===== config.mk =====
export PLATFORM = sky130hd
export DESIGN_NAME = qwr_receiver
export DESIGN_NICKNAME = d
export VERILOG_FILES = /design/src/qwr_pkg.sv /design/src/qwr_word_if.sv /design/src/qwr_word_buffer.sv /design/src/qwr_receiver.sv
export VERILOG_INCLUDE_DIRS = /design/src
export SDC_FILE = /design/constraint.sdc
export NUM_CORES = 1
export LEC_CHECK = 0
export BUFFER_PORTS_ARGS = -buffer_cell sky130_fd_sc_hd__buf_4
export CORE_UTILIZATION = 50
export DETAILED_ROUTE_END_ITERATION = 16
export PLACE_DENSITY = 0.77
export SLEW_MARGIN = 30
export SYNTH_ARGS = -nofsm -noshare
export SYNTH_HDL_FRONTEND = slang
export SYNTH_SLANG_ARGS = --single-unit

===== constraint.sdc =====
create_clock -name i_clk -period 4.6 [get_ports i_clk]
set_input_delay 0.92 -clock i_clk [delete_from_list [all_inputs] [get_ports i_clk]]
set_output_delay 0.92 -clock i_clk [all_outputs]
set_load 0.01 [all_outputs]

===== src/qwr_cfg.svh =====
/*
  Constant names for the serial word receiver: word size, reset values and the
  idle levels of the input pins.
  Assumes it is included by bare name wherever a constant is needed.
*/
`ifndef QWR_CFG_SVH
`define QWR_CFG_SVH

// =============================================================
// word layout
`define QWR_WORD_BITS   16
`define QWR_CNT_BITS    5
`define QWR_WORD_RST    16'h0000
`define QWR_CNT_RST     5'h00
`define QWR_CNT_ONE     5'h01

// =============================================================
// pin levels at reset: frame sync idles high, serial clock idles high
`define QWR_PIN_IDLE_HI 1'b1
`define QWR_PIN_IDLE_LO 1'b0

`endif


===== src/qwr_pkg.sv =====
/*
  Types shared by the serial word receiver modules.
  Assumes nothing beyond a SystemVerilog compiler.
*/
package qwr_pkg;

  // =============================================================
  // frame state
  typedef enum logic [1:0] {
    ST_IDLE,
    ST_SHIFT,
    ST_DONE
  } frame_state_type;

endpackage


===== src/qwr_word_if.sv =====
/*
  Valid/ready word carrier between the frame receiver and its word buffer.
  Assumes both ends run on the same clock.
*/
interface qwr_word_if #(
  parameter int WIDTH = 16
);
  logic             valid;
  logic             ready;
  logic [WIDTH-1:0] data;

  modport source (output valid, output data, input ready);
  modport sink   (input valid, input data, output ready);
endinterface


===== src/qwr_word_buffer.sv =====
/*
  Two-entry word buffer: a head register feeding the outputs directly and one
  spare register, so a downstream stall loses no word.
  Assumes a synchronous active-low reset on the same clock as both sides.
*/
`include "qwr_cfg.svh"

module qwr_word_buffer #(
  parameter int WIDTH = `QWR_WORD_BITS
) (
  // clock and reset
  input  wire logic             i_clk,
  input  wire logic             i_reset_n,
  // filling side
  qwr_word_if.sink              in_port,
  // draining side
  output logic                  o_valid,
  output logic [WIDTH-1:0]      o_data,
  input  wire logic             i_ready
);

  // =============================================================
  // storage
  logic             head_v_r;
  logic [WIDTH-1:0] head_d_r;
  logic             spare_v_r;
  logic [WIDTH-1:0] spare_d_r;

  // handshake terms
  wire pop  = head_v_r & i_ready;
  wire push = in_port.valid & ~spare_v_r;

  // ready comes from a flop, so the source never sees a combinational loop
  assign in_port.ready = ~spare_v_r;
  assign o_valid       = head_v_r;
  assign o_data        = head_d_r;

  // =============================================================
  // head and spare update; spare only fills while head is stalled
  always_ff @(posedge i_clk) begin
    if (!i_reset_n) begin
      head_v_r  <= 1'b0;
      head_d_r  <= `QWR_WORD_RST;
      spare_v_r <= 1'b0;
      spare_d_r <= `QWR_WORD_RST;
    end else if (spare_v_r) begin
      if (pop) begin
        head_d_r  <= spare_d_r;
        spare_v_r <= 1'b0;
      end
    end else if (head_v_r && !pop) begin
      if (push) begin
        spare_d_r <= in_port.data;
        spare_v_r <= 1'b1;
      end
    end else begin
      head_v_r <= push;
      if (push) begin
        head_d_r <= in_port.data;
      end
    end
  end

endmodule


===== src/qwr_receiver.sv =====
/*
  Write-only three-wire serial word receiver with frame abort, input buffer
  power-down indication and a buffered word output.
  Assumes the frame sync, serial clock and data pins are asynchronous to i_clk
  and that the serial clock runs at most a quarter of the i_clk rate.
*/
// Contract
// - shift register exactly sixteen bits wide
// - data shifted in on serial clock falls
// - sync low starts frame of sixteen falls
// - early sync rise aborts and discards word
// - input buffers powered down after each write
// - reset clears all registers to zero; the sync and sclk synchroniser flops and sync_prev_r reset high instead
`include "qwr_cfg.svh"

module qwr_receiver #(
  parameter int WORD_BITS = `QWR_WORD_BITS
) (
  // clock and reset
  input  wire logic                 i_clk,
  input  wire logic                 i_reset_n,
  // serial pins
  input  wire logic                 i_sync_n,
  input  wire logic                 i_sclk,
  input  wire logic                 i_sdata,
  // word output toward command decode
  output logic                      o_word_valid,
  output logic [WORD_BITS-1:0]      o_word,
  input  wire logic                 i_word_ready,
  // status
  output logic                      o_input_power_down,
  output logic                      o_overrun
);

  // =============================================================
  // pin synchronisers, two flops each, third sclk flop for edges
  logic sync_s1_r;
  logic sync_s2_r;
  logic sclk_s1_r;
  logic sclk_s2_r;
  logic sclk_s3_r;
  logic din_s1_r;
  logic din_s2_r;

  // first stages feed only the second stages
  always_ff @(posedge i_clk) begin
    if (!i_reset_n) begin
      sync_s1_r <= `QWR_PIN_IDLE_HI;
      sync_s2_r <= `QWR_PIN_IDLE_HI;
      sclk_s1_r <= `QWR_PIN_IDLE_HI;
      sclk_s2_r <= `QWR_PIN_IDLE_HI;
      sclk_s3_r <= `QWR_PIN_IDLE_HI;
      din_s1_r  <= `QWR_PIN_IDLE_LO;
      din_s2_r  <= `QWR_PIN_IDLE_LO;
    end else begin
      sync_s1_r <= i_sync_n;
      sync_s2_r <= sync_s1_r;
      sclk_s1_r <= i_sclk;
      sclk_s2_r <= sclk_s1_r;
      sclk_s3_r <= sclk_s2_r;
      din_s1_r  <= i_sdata;
      din_s2_r  <= din_s1_r;
    end
  end

  // =============================================================
  // frame control
  qwr_pkg::frame_state_type state_r;
  qwr_pkg::frame_state_type state_nxt;
  logic [WORD_BITS-1:0]     shift_r;
  logic [`QWR_CNT_BITS-1:0] bit_cnt_r;
  logic                     sync_prev_r;
  logic                     pend_r;
  logic [WORD_BITS-1:0]     pend_word_r;
  logic                     pdown_r;
  logic                     overrun_r;

  // edge and count decode; din_s2 lines up with sclk_s2 so bits stay paired
  wire                      sclk_fall = sclk_s3_r & ~sclk_s2_r;
  wire                      sync_fell = sync_prev_r & ~sync_s2_r;
  wire                      last_bit  = (bit_cnt_r == 5'(WORD_BITS - 1));
  wire                      shift_en  = (state_r == qwr_pkg::ST_SHIFT) & ~sync_s2_r & sclk_fall;
  wire                      word_done = shift_en & last_bit;
  wire [WORD_BITS-1:0]      shift_nxt = {shift_r[WORD_BITS-2:0], din_s2_r};

  // word carrier toward the buffer
  qwr_word_if #(.WIDTH(WORD_BITS)) word_bus ();
  assign word_bus.valid = pend_r;
  assign word_bus.data  = pend_word_r;
  wire   buf_take       = pend_r & word_bus.ready;

  // next state; sync high while shifting is an abort
  always_comb begin
    state_nxt = state_r;
    case (state_r)
      qwr_pkg::ST_IDLE: begin
        if (sync_fell) begin
          state_nxt = qwr_pkg::ST_SHIFT;
        end
      end
      qwr_pkg::ST_SHIFT: begin
        if (sync_s2_r) begin
          state_nxt = qwr_pkg::ST_IDLE;
        end else if (word_done) begin
          state_nxt = qwr_pkg::ST_DONE;
        end
      end
      qwr_pkg::ST_DONE: begin
        if (sync_s2_r) begin
          state_nxt = qwr_pkg::ST_IDLE;
        end
      end
      default: begin
        state_nxt = qwr_pkg::ST_IDLE;
      end
    endcase
  end

  // state, sync history and power-down flag
  always_ff @(posedge i_clk) begin
    if (!i_reset_n) begin
      state_r     <= qwr_pkg::ST_IDLE;
      sync_prev_r <= `QWR_PIN_IDLE_HI;
      pdown_r     <= 1'b0;
    end else begin
      state_r     <= state_nxt;
      sync_prev_r <= sync_s2_r;
      if (word_done) begin
        pdown_r <= 1'b1;
      end else if (sync_fell) begin
        pdown_r <= 1'b0;
      end
    end
  end

  // shifter and bit counter; a fresh frame restarts the count
  always_ff @(posedge i_clk) begin
    if (!i_reset_n) begin
      shift_r   <= `QWR_WORD_RST;
      bit_cnt_r <= `QWR_CNT_RST;
    end else if (sync_fell) begin
      bit_cnt_r <= `QWR_CNT_RST;
    end else if (shift_en) begin
      shift_r   <= shift_nxt;
      bit_cnt_r <= bit_cnt_r + `QWR_CNT_ONE;
    end
  end

  // hold a finished word until the buffer takes it; a word arriving while one
  // still waits is counted as overrun since the host cannot be stalled;
  // the newer word then takes the waiting word's place
  always_ff @(posedge i_clk) begin
    if (!i_reset_n) begin
      pend_r      <= 1'b0;
      pend_word_r <= `QWR_WORD_RST;
      overrun_r   <= 1'b0;
    end else if (word_done) begin
      pend_r      <= 1'b1;
      pend_word_r <= shift_nxt;
      overrun_r   <= overrun_r | (pend_r & ~buf_take);
    end else if (buf_take) begin
      pend_r <= 1'b0;
    end
  end

  assign o_input_power_down = pdown_r;
  assign o_overrun          = overrun_r;

  // =============================================================
  // word buffer; its outputs are flops and drive the ports directly
  qwr_word_buffer #(.WIDTH(WORD_BITS)) u_buffer (
    .i_clk     (i_clk),
    .i_reset_n (i_reset_n),
    .in_port   (word_bus),
    .o_valid   (o_word_valid),
    .o_data    (o_word),
    .i_ready   (i_word_ready)
  );

  // =============================================================
  // assertions
  property p_word_len;
    @(posedge i_clk) disable iff (!i_reset_n)
      $rose(pend_r) |-> $past(shift_en) && ($past(bit_cnt_r) == 5'(WORD_BITS - 1));
  endproperty
  a_word_len: assert property (p_word_len) else $error("word ended at wrong bit count");

  property p_shift_in;
    @(posedge i_clk) disable iff (!i_reset_n)
      (shift_en && !sync_fell) |=> (shift_r[0] == $past(din_s2_r))
        && (shift_r[WORD_BITS-1:1] == $past(shift_r[WORD_BITS-2:0]));
  endproperty
  a_shift_in: assert property (p_shift_in) else $error("bit not shifted on clock fall");

  property p_frame_start;
    @(posedge i_clk) disable iff (!i_reset_n)
      ($fell(sync_s2_r) && state_r == qwr_pkg::ST_IDLE)
        |=> (state_r == qwr_pkg::ST_SHIFT) && (bit_cnt_r == `QWR_CNT_RST);
  endproperty
  a_frame_start: assert property (p_frame_start) else $error("frame did not start");

  property p_abort;
    @(posedge i_clk) disable iff (!i_reset_n)
      (state_r == qwr_pkg::ST_SHIFT && sync_s2_r)
        |=> (state_r == qwr_pkg::ST_IDLE) && !$rose(pend_r) ##1 !$rose(pend_r);
  endproperty
  a_abort: assert property (p_abort) else $error("aborted frame produced a word");

  property p_pdown;
    @(posedge i_clk) disable iff (!i_reset_n)
      word_done |=> o_input_power_down && (state_r == qwr_pkg::ST_DONE);
  endproperty
  a_pdown: assert property (p_pdown) else $error("inputs not powered down after write");

  property p_reset_clear;
    @(posedge i_clk)
      !i_reset_n |=> (shift_r == `QWR_WORD_RST) && (o_word == `QWR_WORD_RST) && !o_word_valid;
  endproperty
  a_reset_clear: assert property (p_reset_clear) else $error("reset left data set");

  property p_strobe;
    @(posedge i_clk) disable iff (!i_reset_n)
      word_done |=> pend_r && (pend_word_r == $past(shift_nxt));
  endproperty
  a_strobe: assert property (p_strobe) else $error("completed word not offered");

endmodule


==> metrics.cfg <==
[route]
vias_per_cell = 5.37
drt_first_pass_iters = 4
drtIter0Drc = 114
post_drt_wl_per_cell_um = 13.4
drcViolationCount = 0
drtAntennaViolNets = 0
vias = 2254
drt-total-wl_um = 5630

[timing]
setup_viol = 0
finalCritPeriodShare_pct = 42.4
worst_pin_slew_ns = 0.798
rsz0062_at_grt = no
fin_tns_setup_ns = 0
skew_ns = 0.0114
clock.fmax_ghz = 0.512
max_slew_margin_pct = 46.8
hold_violations = 0
fin_crit_ns = 1.95
drv_slew = 0

[worst_setup_path]
cp.arrival_ns = 2.24
startpoint = i_word_ready
r2r_start = u_buffer.spare_v_r
start_kind = input port
r2r_slack_ns = 2.66
crit_path_max_fanout = 17
crit_path_end_kind = flop
crit_type = input port to flop
cp.required_ns = 4.88

[synthesis]
avgSynthCellArea_um2 = 10.1
synth_edf_count = 0
ys_seq_area_share_pct = 50.1
yosysWarnings = 0
synthTopCellsByCount = dfxtp_1 (83), nand2_1 (68), mux2i_1 (52)
synth_top_area_share_pct = 50.1
ys_ff_latch = 83
synth_cell_types = 33
synth-async-reset-ratio_pct = 0
syn-instance-count = 329
yosysTopAreaCell = dfxtp_1
ys.flop_type = dfxtp_1
yosys.cell_count.top_type = dfxtp_1
syn_nets = 337
syn_area_um2 = 3320
synthTopCellsByArea = dfxtp_1 (50%), mux2i_1 (16%), nand2_1 (7.7%), o211a_1 (4.8%), nand3_1 (3.8%)

[outcome]
outcome = finished clean

[place]
dp_hpwl_um = 3620
placed_cell_area_um2 = 3450
port_buffers = 24
place.gp.congestion = 0.732

[floorplanning]
rows = 29
die_w_um = 83.5
fp.dieH_um = 83.5
ios = 25
initial_core_util_pct = 52.0
dieArea_um2 = 6970
fp.coreArea_um2 = 6390

[global_route]
antenna_found_initial = 0
grt_pass1_vias = 2104
grtUsageTotal_pct = 17.1
grt_pass1_wl_um = 9670
gr-total-overflow = 0
grt_max_degree = 89

[clock_tree]
tritoncts = built
post_cts_resized = 0
cts_inserted_buffers = 9
clock_latency_ns = 0.35
cts.reportedPaths.clkPinSlew_ns = 0.08
post-cts-setup-buffers = 0
root_buffer = clkbuf_8
clock_path_buffers = 2
cts.sink_count = 83
hold_buffers = 0
h-tree-depth = 3

[finish]
nFillCells = 548
drive_gt1_share_pct = 13.4
diodes = 0
synthToLayoutAreaGrowth_pct = 9.92
design_area_um2 = 3650
layout.nets = 346

[run]
maxCapViolCount = 0

[pwr]
irDropWorstVdd_mv = 0.236
power_density_nw_per_um2 = 345
leakagePower_nw = 1.65

[worst_hold_path]
hp-class = flop to flop
hold_start = sync_s1_r

## worst max-delay path: stages
cell	delay [ns]
buf_4	0.11
nand2b_1	0.44
and2_1	0.56
o211a_1	0.21
## cell usage in the layout, fill, tap and decap left out, drive strengths merged, types with 2 or more instances in the layout
master and n:
a21boi 18, a21oi 2, and2 3, buf 25, clkbuf 12, clkinvlp 2
dfxtp 83, ha 2, inv 2, mux2i 52, nand2 68, nand2b 12
nand3 25, nand3b 4, nor2 2, nor4b 2, o211a 16, o21ai 2
## where the power goes
part	internal, W	total, W	switching (W)
Combinational	0.00000848	0.0000232	0.0000148
Clock	0.000265	0.000512	0.000247
Sequential	0.000721	0.000723	0.00000171
## cell type report
class,count,area [um2],area share (%)
clock inverters,4,50.0,1.37
well taps,77,96.3,2.64
inverters,2,7.51,0.206
flip-flops and latches,83,1660,45.6
repair buffers,25,188,5.15
clock buffers,12,145,3.98
multi-input cells,217,1500,41.1
## flip-flops by register name (all words and copies together) (netlist names)
name	count
state_r	2
sync_prev_r	1
u_buffer.spare_v_r	1
o_input_power_down	1
pend_r	1
u_buffer.spare_d_r	16
sclk_s3_r	1
sclk_s1_r	1
o_overrun	1
sync_s2_r	1
u_buffer.o_data	16
din_s2_r	1
u_buffer.o_valid	1
din_s1_r	1
bit_cnt_r	5
sync_s1_r	1
shift_r	15
pend_word_r	16
sclk_s2_r	1
## kinds of logic (layout without fill, tap and decap cells)
logic type                 count (synthesis)  after routing  synth area share, %
AOI/OAI and AO/OA                         39             39                 9.73
adders and majority gates                  2              2                0.754
buffers and inverters                     29             43                 4.98
DFF                                       83             83                 50.1
muxes                                     53             53                 16.1
and+or+nand+nor                          123            123                 18.3
## through the flow
| step | util (%) | hold WS (ns) | setup WS [ns] | power, W | std cells |
|---|---|---|---|---|---|
| detailed placement | 54.1 | 0.398 | 2.31 | 0.000763 | 404 |
| global route | 57.1 | 0.462 | 2.51 | 0.00130 | 420 |
| finish | 57.1 | 0.416 | 2.65 | 0.00126 | 420 |
| CTS | 57.1 | 0.417 | 2.66 | 0.00127 | 420 |
| floorplan | - | 0.386 | 2.70 | 0.000757 | 329 |
| global placement | 54.0 | 0.392 | 2.38 | 0.000762 | 404 |
## worst paths after layout
kind / cells past startpoint / end
worst max-delay path: 4 / u_buffer.o_data[10]
worst min register to register: 1 / sync_s2_r
worst max register to register: 3 / u_buffer.o_data[10]
worst min-delay path: 1 / sync_s2_r
## per-layer routing
metal	global-route usage [%]	wire length (um)	vias to the layer above
li1	-	-	1147
met1	22.8	2780	1065
met2	26.5	2610	36
met3	2.97	167	6
met4	9.24	73	0
met5	0	0	-
Note: power is estimated with default switching activity, not from simulation.
